<file path="src/hdl/cpom_params.svh">
// Constants of the controller pulse output modulator
`ifndef CPOM_PARAMS_SVH
`define CPOM_PARAMS_SVH
// Value range of source and bounds
`define CPOM_VAL_MAX        14'h270f
// Time settings are in tenths of a second
`define CPOM_CYCLE_MAX      14'h2706
`define CPOM_CYCLE_DEF      14'h0064
`define CPOM_MINON_MIN      14'h0003
`define CPOM_MINON_DEF      14'h0003
// Pulse frequency in pulses per minute
`define CPOM_FREQ_MIN       8'h01
`define CPOM_FREQ_MAX       8'hb4
`define CPOM_FREQ_DEF       8'h3c
// One tenth second at 200 MHz, in ns and in cycles
`define CPOM_TICK_NS        100000000
`define CPOM_CLK_NS         5
`define CPOM_TICK_CYC       (`CPOM_TICK_NS / `CPOM_CLK_NS)
// Tenths per minute
`define CPOM_TENTHS_MIN     14'h0258
// Pulse width in pulse frequency mode is half the shortest period
`define CPOM_PFM_DIV        2
`endif

</file>
<file path="src/hdl/cpom_pkg.sv">
// Types of the controller pulse output modulator
`default_nettype none
package cpom_pkg;
  typedef enum logic [0:0] {CPOM_PWM = 1'b0, CPOM_PFM = 1'b1} cpom_mode_t;
  typedef enum logic [1:0] {CPOM_HOLD_IGNORE = 2'h0, CPOM_HOLD_FREEZE = 2'h1,
                            CPOM_HOLD_FIXED = 2'h2} cpom_hold_t;
  typedef enum logic [1:0] {CPOM_ST_OFF = 2'h0, CPOM_ST_ON = 2'h1} cpom_state_t;
endpackage
`default_nettype wire

</file>
<file path="src/hdl/cpom_tick.sv">
// Divider that makes a tenth-second tick from the 200 MHz clock
`timescale 1ns/1ps
`default_nettype none
`include "cpom_params.svh"
module cpom_tick #(
  parameter int unsigned TICK_CYC = `CPOM_TICK_CYC
) (
  input  wire logic i_clk,
  input  wire logic i_resetn,
  output logic      o_tick
);
  logic [31:0] cnt_reg;
  logic [31:0] cnt_next;
  logic        tick_reg;
  logic        tick_next;

  // Count down and pulse once per period
  always_comb
  begin
    tick_next = 1'b0;
    cnt_next  = cnt_reg - 32'h1;
    if (cnt_reg == 32'h0)
    begin
      cnt_next  = TICK_CYC - 32'h1;
      tick_next = 1'b1;
    end
  end

  always_ff @(posedge i_clk)
  begin
    if (!i_resetn)
    begin
      cnt_reg  <= 32'h0;
      tick_reg <= 1'b0;
    end
    else
    begin
      cnt_reg  <= cnt_next;
      tick_reg <= tick_next;
    end
  end

  assign o_tick = tick_reg;
endmodule
`default_nettype wire

</file>
<file path="src/hdl/cpom_top.sv">
// Controller pulse output modulator: PWM or PFM drive of a binary output
// ---------------------------------------------------------------------
// What this block does
// - Two modes, PWM default after reset
// - Scale source between bounded lower, upper limits
// - PWM duty in cycle up to 999.0s
// - Cycle duration never below shortest on-time
// - Suppress PWM pulses shorter than minimum on-time
// - PFM rate capped 1..180/min, sets pulse length
// - Freeze really holds the output state
// - PFM pulse train runs continuously on output, no pulses at zero fraction
// - Hold: freeze, fixed value, or ignore default
// ---------------------------------------------------------------------
`timescale 1ns/1ps
`default_nettype none
`include "cpom_params.svh"
module cpom_top #(
  parameter int unsigned TICK_CYC = `CPOM_TICK_CYC
) (
  input  wire logic        i_clk,
  input  wire logic        i_resetn,
  input  wire logic        i_cfg_load,
  input  wire logic        i_cfg_mode_pfm,
  input  wire logic [13:0] i_cfg_range_lo,
  input  wire logic [13:0] i_cfg_range_hi,
  input  wire logic [13:0] i_cfg_cycle,
  input  wire logic [13:0] i_cfg_min_on,
  input  wire logic [7:0]  i_cfg_max_freq,
  input  wire logic [1:0]  i_cfg_hold_mode,
  input  wire logic [13:0] i_source,
  input  wire logic        i_hold,
  input  wire logic [13:0] i_hold_fixed,
  output logic             o_pulse,
  output logic             o_mode_pfm,
  output logic [13:0]      o_range_lo,
  output logic [13:0]      o_range_hi,
  output logic [13:0]      o_cycle,
  output logic [13:0]      o_min_on,
  output logic [7:0]       o_max_freq,
  output logic [1:0]       o_hold_mode
);
  // ---------------------------------------------------------------------
  // Configuration
  // ---------------------------------------------------------------------
  cpom_pkg::cpom_mode_t mode_reg, mode_next;
  cpom_pkg::cpom_hold_t hold_reg, hold_next;
  logic [13:0] lo_reg, lo_next, hi_reg, hi_next;
  logic [13:0] cyc_reg, cyc_next, mon_reg, mon_next;
  logic [7:0]  frq_reg, frq_next;

  // Clamp every setting into its legal window on load
  always_comb
  begin
    mode_next = mode_reg;
    hold_next = hold_reg;
    lo_next   = lo_reg;
    hi_next   = hi_reg;
    cyc_next  = cyc_reg;
    mon_next  = mon_reg;
    frq_next  = frq_reg;
    if (i_cfg_load)
    begin
      mode_next = i_cfg_mode_pfm ? cpom_pkg::CPOM_PFM : cpom_pkg::CPOM_PWM;
      unique case (i_cfg_hold_mode)
        2'h1:    hold_next = cpom_pkg::CPOM_HOLD_FREEZE;
        2'h2:    hold_next = cpom_pkg::CPOM_HOLD_FIXED;
        default: hold_next = cpom_pkg::CPOM_HOLD_IGNORE;
      endcase
      lo_next = (i_cfg_range_lo > `CPOM_VAL_MAX) ? `CPOM_VAL_MAX : i_cfg_range_lo;
      hi_next = (i_cfg_range_hi > `CPOM_VAL_MAX) ? `CPOM_VAL_MAX : i_cfg_range_hi;
      if (hi_next < lo_next)
        hi_next = lo_next;
      mon_next = (i_cfg_min_on < `CPOM_MINON_MIN) ? `CPOM_MINON_MIN : i_cfg_min_on;
      cyc_next = (i_cfg_cycle > `CPOM_CYCLE_MAX) ? `CPOM_CYCLE_MAX : i_cfg_cycle;
      // The on-time limit yields to the cycle; a cycle below the on-time floor is raised to it
      if (mon_next > cyc_next)
        mon_next = cyc_next;
      if (cyc_next < `CPOM_MINON_MIN)
      begin
        cyc_next = `CPOM_MINON_MIN;
        mon_next = `CPOM_MINON_MIN;
      end
      frq_next = (i_cfg_max_freq < `CPOM_FREQ_MIN) ? `CPOM_FREQ_MIN :
                 (i_cfg_max_freq > `CPOM_FREQ_MAX) ? `CPOM_FREQ_MAX : i_cfg_max_freq;
    end
  end

  always_ff @(posedge i_clk)
  begin
    if (!i_resetn)
    begin
      mode_reg <= cpom_pkg::CPOM_PWM;
      hold_reg <= cpom_pkg::CPOM_HOLD_IGNORE;
      lo_reg   <= 14'h0000;
      hi_reg   <= `CPOM_VAL_MAX;
      cyc_reg  <= `CPOM_CYCLE_DEF;
      mon_reg  <= `CPOM_MINON_DEF;
      frq_reg  <= `CPOM_FREQ_DEF;
    end
    else
    begin
      mode_reg <= mode_next;
      hold_reg <= hold_next;
      lo_reg   <= lo_next;
      hi_reg   <= hi_next;
      cyc_reg  <= cyc_next;
      mon_reg  <= mon_next;
      frq_reg  <= frq_next;
    end
  end

  // ---------------------------------------------------------------------
  // Time base
  // ---------------------------------------------------------------------
  logic tick;

  cpom_tick #(
    .TICK_CYC (TICK_CYC)
  ) u_tick (
    .i_clk    (i_clk),
    .i_resetn (i_resetn),
    .o_tick   (tick)
  );

  // ---------------------------------------------------------------------
  // Scaling: position of source in range as fraction of 2^14
  // ---------------------------------------------------------------------
  logic [13:0] src_eff;
  logic [13:0] span;
  logic [13:0] pos;
  logic [27:0] frac_w;
  logic [13:0] frac;

  // Division once per period is cheap in area terms only at this slow rate
  always_comb
  begin
    // Fixed hold swaps in the user value; ignore and freeze pass the source on
    src_eff = i_source;
    if (i_hold && hold_reg == cpom_pkg::CPOM_HOLD_FIXED)
      src_eff = i_hold_fixed;
    span    = hi_reg - lo_reg;
    if (src_eff <= lo_reg)
      pos = 14'h0000;
    else if (src_eff >= hi_reg)
      pos = span;
    else
      pos = src_eff - lo_reg;
    frac_w = (span == 14'h0000) ? 28'h0 : ({pos, 14'h0000} / {14'h0000, span});
    frac   = (frac_w[14]) ? 14'h3fff : frac_w[13:0];
  end

  // ---------------------------------------------------------------------
  // Pulse generator
  // ---------------------------------------------------------------------
  cpom_pkg::cpom_state_t st_reg, st_next;
  logic [13:0] per_reg, per_next;   // Tenths elapsed in current period
  logic [13:0] on_reg, on_next;     // On-time of current period
  logic [13:0] len_reg, len_next;   // Length of current period
  logic        out_reg, out_next;
  logic [27:0] prod;
  logic [13:0] on_calc;
  logic [13:0] pfm_min_per;
  logic [13:0] pfm_per;
  logic [27:0] pfm_q;
  logic        freeze;

  always_comb
  begin
    freeze   = i_hold && (hold_reg == cpom_pkg::CPOM_HOLD_FREEZE);
    st_next  = st_reg;
    per_next = per_reg;
    on_next  = on_reg;
    len_next = len_reg;
    out_next = out_reg;
    prod     = 28'h0;
    on_calc  = 14'h0000;
    // Shortest PFM period in tenths; pulse is half of it
    pfm_min_per = 14'(`CPOM_TENTHS_MIN / {6'h00, frq_reg});
    // Period grows as the fraction shrinks; zero fraction means no pulses
    pfm_q   = (frac == 14'h0000) ? 28'h3fff :
              (({14'h0000, pfm_min_per} << 14) / {14'h0000, frac});
    // Saturate so a tiny fraction gives the slowest rate, not a wrapped fast one
    pfm_per = (pfm_q > 28'h3fff) ? 14'h3fff : pfm_q[13:0];
    if (tick && !freeze)
    begin
      per_next = per_reg + 14'h0001;
      if (per_reg + 14'h0001 >= len_reg)
      begin
        // Start of a new period: latch its on-time and length
        per_next = 14'h0000;
        if (mode_reg == cpom_pkg::CPOM_PWM)
        begin
          prod    = {14'h0000, cyc_reg} * {14'h0000, frac};
          on_calc = prod[27:14];
          if (on_calc < mon_reg)
            on_calc = 14'h0000;
          len_next = cyc_reg;
        end
        else
        begin
          on_calc  = (frac == 14'h0000) ? 14'h0000 : 14'(pfm_min_per / `CPOM_PFM_DIV);
          if (on_calc == 14'h0000 && frac != 14'h0000)
            on_calc = 14'h0001;
          len_next = (pfm_per < pfm_min_per) ? pfm_min_per : pfm_per;
        end
        on_next = on_calc;
      end
      unique case (st_reg)
        cpom_pkg::CPOM_ST_OFF: if (per_next < on_next) st_next = cpom_pkg::CPOM_ST_ON;
        cpom_pkg::CPOM_ST_ON:  if (per_next >= on_next) st_next = cpom_pkg::CPOM_ST_OFF;
        default:               st_next = cpom_pkg::CPOM_ST_OFF;
      endcase
      out_next = (st_next == cpom_pkg::CPOM_ST_ON);
    end
  end

  always_ff @(posedge i_clk)
  begin
    if (!i_resetn)
    begin
      st_reg  <= cpom_pkg::CPOM_ST_OFF;
      per_reg <= 14'h0000;
      on_reg  <= 14'h0000;
      len_reg <= 14'h0001;
      out_reg <= 1'b0;
    end
    else
    begin
      st_reg  <= st_next;
      per_reg <= per_next;
      on_reg  <= on_next;
      len_reg <= len_next;
      out_reg <= out_next;
    end
  end

  // Outputs come straight from registers
  assign o_pulse     = out_reg;
  assign o_mode_pfm  = (mode_reg == cpom_pkg::CPOM_PFM);
  assign o_range_lo  = lo_reg;
  assign o_range_hi  = hi_reg;
  assign o_cycle     = cyc_reg;
  assign o_min_on    = mon_reg;
  assign o_max_freq  = frq_reg;
  assign o_hold_mode = hold_reg;
endmodule
`default_nettype wire

</file>
<file path="config.mk">
export PLATFORM = sky130hd
export DESIGN_NAME = cpom_top
export DESIGN_NICKNAME = d
export VERILOG_FILES = /design/src/hdl/cpom_pkg.sv /design/src/hdl/cpom_tick.sv /design/src/hdl/cpom_top.sv
export VERILOG_INCLUDE_DIRS = /design/src /design/src/hdl
export SDC_FILE = /design/constraint.sdc
export NUM_CORES = 2
export LEC_CHECK = 0
export BUFFER_PORTS_ARGS = -buffer_cell sky130_fd_sc_hd__buf_2
export CORE_ASPECT_RATIO = 1.25
export CORE_MARGIN = 2
export CORE_UTILIZATION = 33
export CTS_CLUSTER_DIAMETER = 100
export DETAILED_ROUTE_END_ITERATION = 8
export PLACE_DENSITY = 0.45
export SYNTH_ARGS = -nofsm -noshare
export SYNTH_HDL_FRONTEND = slang
export SYNTH_SLANG_ARGS = --single-unit
</file>
<file path="constraint.sdc">
create_clock -name i_clk -period 462.6 [get_ports i_clk]
set_input_delay 46.26 -clock i_clk [delete_from_list [all_inputs] [get_ports i_clk]]
set_output_delay 46.26 -clock i_clk [all_outputs]
set_load 0.02 [all_outputs]
</file>
; After elaboration in Yosys (flattened, before gate mapping)
; Cells that the tools add are included.
[word_totals]
reg_bits = 145
elab_cells = 95
inputBits = 99
[op_classes]
n_mul = 1
mux = 35
bitwise = 1
magnitude_cmp = 17
n_addsub = 4
n_eq_ne = 6
n_div = 3
reduce_logical = 13
[ops]
columns = operator, count
row1 = $mux W14, 21
row2 = $div A28 B14 Y28, 2
row3 = $lt A14 B14 Y1, 4
row4 = $ge A14 B14 Y1, 3
row5 = $gt A14 B14 Y1 const B, 3
row6 = $logic_not A14 Y1, 3
row7 = $logic_not A32 Y1, 1
row8 = $sub A32 B1 Y32 const B, 1
row9 = $gt A28 B14 Y1 const B, 1
row10 = $lt A14 B2 Y1 const B, 2
row11 = $mul A14 B14 Y28, 1
row12 = $mux W28, 1
row13 = $sub A14 B14 Y14, 2
row14 = $mux W13, 2
row15 = $mux W25, 1
row16 = $mux W8, 2
row17 = $mux W15, 1
row18 = $add A14 B1 Y14 const B, 1
row19 = $div A10 B8 Y14 const A, 1
row20 = $gt A14 B14 Y1, 1
row21 = $le A14 B14 Y1, 1
row22 = $reduce_bool A14 Y1, 1
row23 = $eq A2 B1 Y1 const B, 4
row24 = $gt A8 B8 Y1 const B, 1
row25 = 11 further kinds, 19

; Depth between registers and ports, before layout
[depth]
depth_word = 22
mapped_depth = 856

; Modules after synthesis
; From an unflattened synthesis, not the netlist that was laid out.
[hier_totals]
cells_unflattened = 8102
area_unflattened_um2 = 57766.7
[by_module_without_submodules]
columns = module, cells_each, seq_area_each_um2, area_each_um2, instances
row1 = cpom_top, 7919, 2242.2, 56185.1, 1
row2 = cpom_tick, 183, 660.6, 1581.5, 1

; Worst setup path before layout
; Ideal clock, no wire load.
[synth_path]
path_kind = input -> register
startpoint = input i_hold
endpoint = register len_reg[2]
setup_time_ns = 0.134
required_time_ns = 462.466
arrival_ns = 198.008
cell_stages = 815
path_buffers = 73
slack_ns = 264.458
path_cell_list = nand3b_1 clkbuf_1 mux2_2 ha_1 a21o_1 a21o_1 a21o_1 a31oi_1 nand2_1 a221oi_1 ha_1 a21oi_1 ha_1 o21ai_0 nand2b_1 a21bo_2 nor2_1 mux2i_1 [... 779 more ...] a21oi_1 ha_1 a21o_1 a21o_1 a21oi_1 o21ai_0 a21o_1 a221oi_1 nand2_1 nor3_1 nand2_1 a211oi_1 o2111ai_1 nor4_4 a31oi_2 buf_6 mux2i_1 o22ai_1
[synth_via]
elab_chain_cells = 15
elab_cells_between_ends = 22
[synth_lines]
columns = item, line_no
row1 = start: declaration, cpom_top.sv:31  ; input wire logic i_hold,
row2 = $logic_and A1 B1 Y1, cpom_top.sv:139  ; if (i_hold && hold_reg == cpom_pkg::CPOM_HOLD_FIXED)
row3 = $mux W14, cpom_top.sv:139
row4 = $sub A14 B14 Y14 or $ge A14 B14 Y1 (tied branches), "cpom_top.sv:147, cpom_top.sv:144"
row5 = $mux W14, cpom_top.sv:144  ; else if (src_eff >= hi_reg)
row6 = $mux W14, cpom_top.sv:142  ; if (src_eff <= lo_reg)
row7 = $div A28 B14 Y28, cpom_top.sv:148  ; frac_w = (span == 14'h0000) ? 28'h0 : ({pos, 14'h0000} / {14'h0000, span});
row8 = $mux W15, cpom_top.sv:148
row9 = $mux W14, cpom_top.sv:149  ; frac = (frac_w[14]) ? 14'h3fff : frac_w[13:0];
row10 = $div A28 B14 Y28 or $logic_not A14 Y1 (tied branches), "cpom_top.sv:181, cpom_top.sv:180"
row11 = $mux W28, cpom_top.sv:180  ; pfm_q = (frac == 14'h0000) ? 28'h3fff :
row12 = $gt A28 B14 Y1, cpom_top.sv:183  ; pfm_per = (pfm_q > 28'h3fff) ? 14'h3fff : pfm_q[13:0];
row13 = $mux W14, cpom_top.sv:183
row14 = $lt A14 B14 Y1, cpom_top.sv:204  ; len_next = (pfm_per < pfm_min_per) ? pfm_min_per : pfm_per;
row15 = $mux W14, cpom_top.sv:204
row16 = $mux W14, cpom_top.sv:191  ; if (mode_reg == cpom_pkg::CPOM_PWM)
row17 = end signal: assignment, cpom_top.sv:232  ; len_reg <= len_next;
row18 = end: declaration, cpom_top.sv:158  ; logic [13:0] len_reg, len_next;
; Several ways; a longest one is shown, not always the timed one.
; A chain may end at the register's enable or synchronous reset.

==> impl_metrics.ini <==
[outcome]
status = completed

[cts]
cts_tree = done
cts_sinks = 145
clk_latency_ns = 0.45
cts_root_buffer = clkbuf_16
ctsHtreeMaxLevel = 4
post_cts_buffers = 0
path_clk_slew_ns = 0.06
cts_resized = 0
numCtsBuffers = 17
clockBufferDepth = 2
cts_hold_repair.buffers = 0

[sta]
fin_tns_setup_ns = 0
setup_viol = 0
slew_headroom = 0.1978
timing.fmax_mhz = 4.646
fin_crit_sh = 0.4653
period_needed_ns = 215.24
slew_viol_final = 0
hold_violations = 0
fin_skew_ns = 0.01538
tightestPinTransition_ns = 1.195
rsz0062_at_grt = no

[synth]
yosys.area.top_type = ha_1
ys_warn_count = 0
async_flop_share = 0
synth_edf_count = 0
ys_types = 148
synth_top_flop_cell = dfxtp_1
syn_nets = 9138
synth_area_leaders = ha_1 (19%), a21oi_1 (5.7%), nor2_1 (5.1%), dfxtp_1 (5.0%), fa_1 (5.0%)
synth_top_area_frac = 0.1876
synthCells = 8032
syn-cell-area_um2 = 57570
syn_avg_cell_area_um2 = 7.168
synth-seq-cells = 145
seq_area_frac_synth = 0.05042

[finish]
seq_area_um2 = 2903
fillCellCount = 18640
layout.nets = 9187
syn_to_final_growth_pct = 7.606
largest_reg_flops = 32
drive_above_1_share = 0.08982
multi_input_area_um2 = 51990
layout_commonest_cell = ha_1
mostFrequentLayoutCells = ha_1 (862), nor2_1 (784), nand2_1 (724)

[critical_path]
crit_path_max_fanout = 32
slowest_delay_ns = 0.91
reg2reg_depth = 758
worstSetupStartpointType = primary input
r2r_end = len_reg[12]
crit_top_cell = o21a_1
reg2reg_setup_slack_ns = 292.09
worst_ep_arrival_time_ns = 215.55
slowest_stage = o21ai_1
crit_type = primary input to flip-flop
endpoint_kind = flip-flop
cp.required_ns = 462.91
reg2reg_from = o_range_lo[4]

[drt]
drc = 0
detail_route.vias_per_cell = 5.791
wirelength_um = 227600
drt-initial-drc-count = 3795
wire_per_inst_um = 21.79
first_pass_iters = 6
dr_total_vias = 60490
antenna_left = 0

[die]
die_x_um = 377.6
rows = 171
die_area_um2 = 177800
initial_core_util = 0.3318
core_um2 = 173500
die-height_um = 471.0
num_io_pins = 167

[global_route]
grt_max_degree = 70
overflow = 0
antenna_found_initial = 21
first_global_vias = 58690
grtUsageTotal = 0.2467
grt_pass1_wl_um = 345600

[job]
drv_cap = 0

[worst_hold_path]
min_delay_worst_endpoint = u_tick.cnt_reg[0]
worstHoldPathType = flip-flop to flip-flop
min_from = u_tick.cnt_reg[0]
hold_depth = 1

[placement]
place_hpwl_um = 184100
gp_congestion = 0.9562
io_buffers = 166
-- logic make-up (layout without fill, tap and decap cells) --
logic type | count (synthesis) | after routing | share of synthesized area
and+or+nand+nor | 2864 | 2864 | 0.2443
xor gates and xnor gates | 452 | 452 | 0.06954
muxes | 239 | 239 | 0.04533
adders and majority gates | 1007 | 1007 | 0.2376
AOI/OAI and AO/OA | 2587 | 2587 | 0.3033
DFF | 145 | 145 | 0.05042
other | 0 | 17 | 0
buffers and inverters | 738 | 800 | 0.04948
-- metal layers --
layer / GRT usage / vias up / wire length (µm)
met5: 0 / - / 36
met2: 0.4407 / 1471 / 111000
met3: 0.02188 / 345 / 10710
li1: - / 29710 / -
met1: 0.3112 / 28960 / 98390
met4: 0.07218 / 8 / 7467
-- worst max-delay path, delay by kind of cell --
kind | cells | cell delay (ns)
AOI/OAI and AO/OA | 541 | 117.91
buffers and inverters | 40 | 7.45
and+or+nand+nor | 272 | 57.25
muxes | 25 | 8.11
adders and majority gates | 69 | 21.35
-- cells in the mapped netlist, types with 48 or more instances --
cell type / instances
a211oi_1: 79
a21o_1: 278
a21oi_1: 654
a31oi_1: 83
and2_1: 134
and3_1: 51
clkbuf_1: 202
dfxtp_1: 145
fa_1: 144
ha_1: 863
inv_1: 467
mux2_2: 154
mux2i_1: 80
nand2_1: 724
nand2b_1: 167
nand3_1: 148
nand4_1: 114
nor2_1: 786
nor2b_1: 104
nor3_1: 303
nor4_1: 56
o211ai_1: 66
o21a_1: 264
o21ai_0: 430
o21bai_1: 59
o22ai_1: 48
o31ai_1: 116
or2_2: 58
or3_1: 72
xnor2_1: 306
xor2_1: 141
-- per-stage QoR --
step	utilization	setup slack, ns	hold WS [ns]	std cells	instance area (µm²)
after CTS	0.3568	248.99	0.4741	10430	61910
after floorplan	-	264.46	0.4229	8032	57570
after global routing	0.3568	231.53	0.5115	10430	61910
after detailed placement	0.3537	249.19	0.4571	10400	61370
final	0.3570	247.36	0.4737	10450	61950
after global placement	0.3537	252.34	0.4431	10400	61370
-- cell type report --
cell class | count | area share
Antenna cell | 17 | 0.0006867
Clock buffer | 19 | 0.006988
Clock inverter | 13 | 0.001656
Inverter | 482 | 0.02922
Multi-Input combinational cell | 7149 | 0.8392
Sequential cell | 145 | 0.04686
Tap cell | 2335 | 0.04716
Timing Repair Buffer | 286 | 0.02819
-- worst max path at each step --
stage / from / end / slack [ns] / depth (start not counted)
after floorplan: i_hold / len_reg[2] / 264.46 / 1189
after global placement: i_hold / len_reg[12] / 252.34 / 1190
after detailed placement: i_hold / len_reg[12] / 249.19 / 958
after CTS: i_hold / len_reg[12] / 248.99 / 946
after global routing: i_hold / len_reg[12] / 231.53 / 945
final: i_hold / len_reg[12] / 247.36 / 947
Power is not shown: default switching activity piles up to over one toggle a cycle in this logic, so the estimate is an artifact.
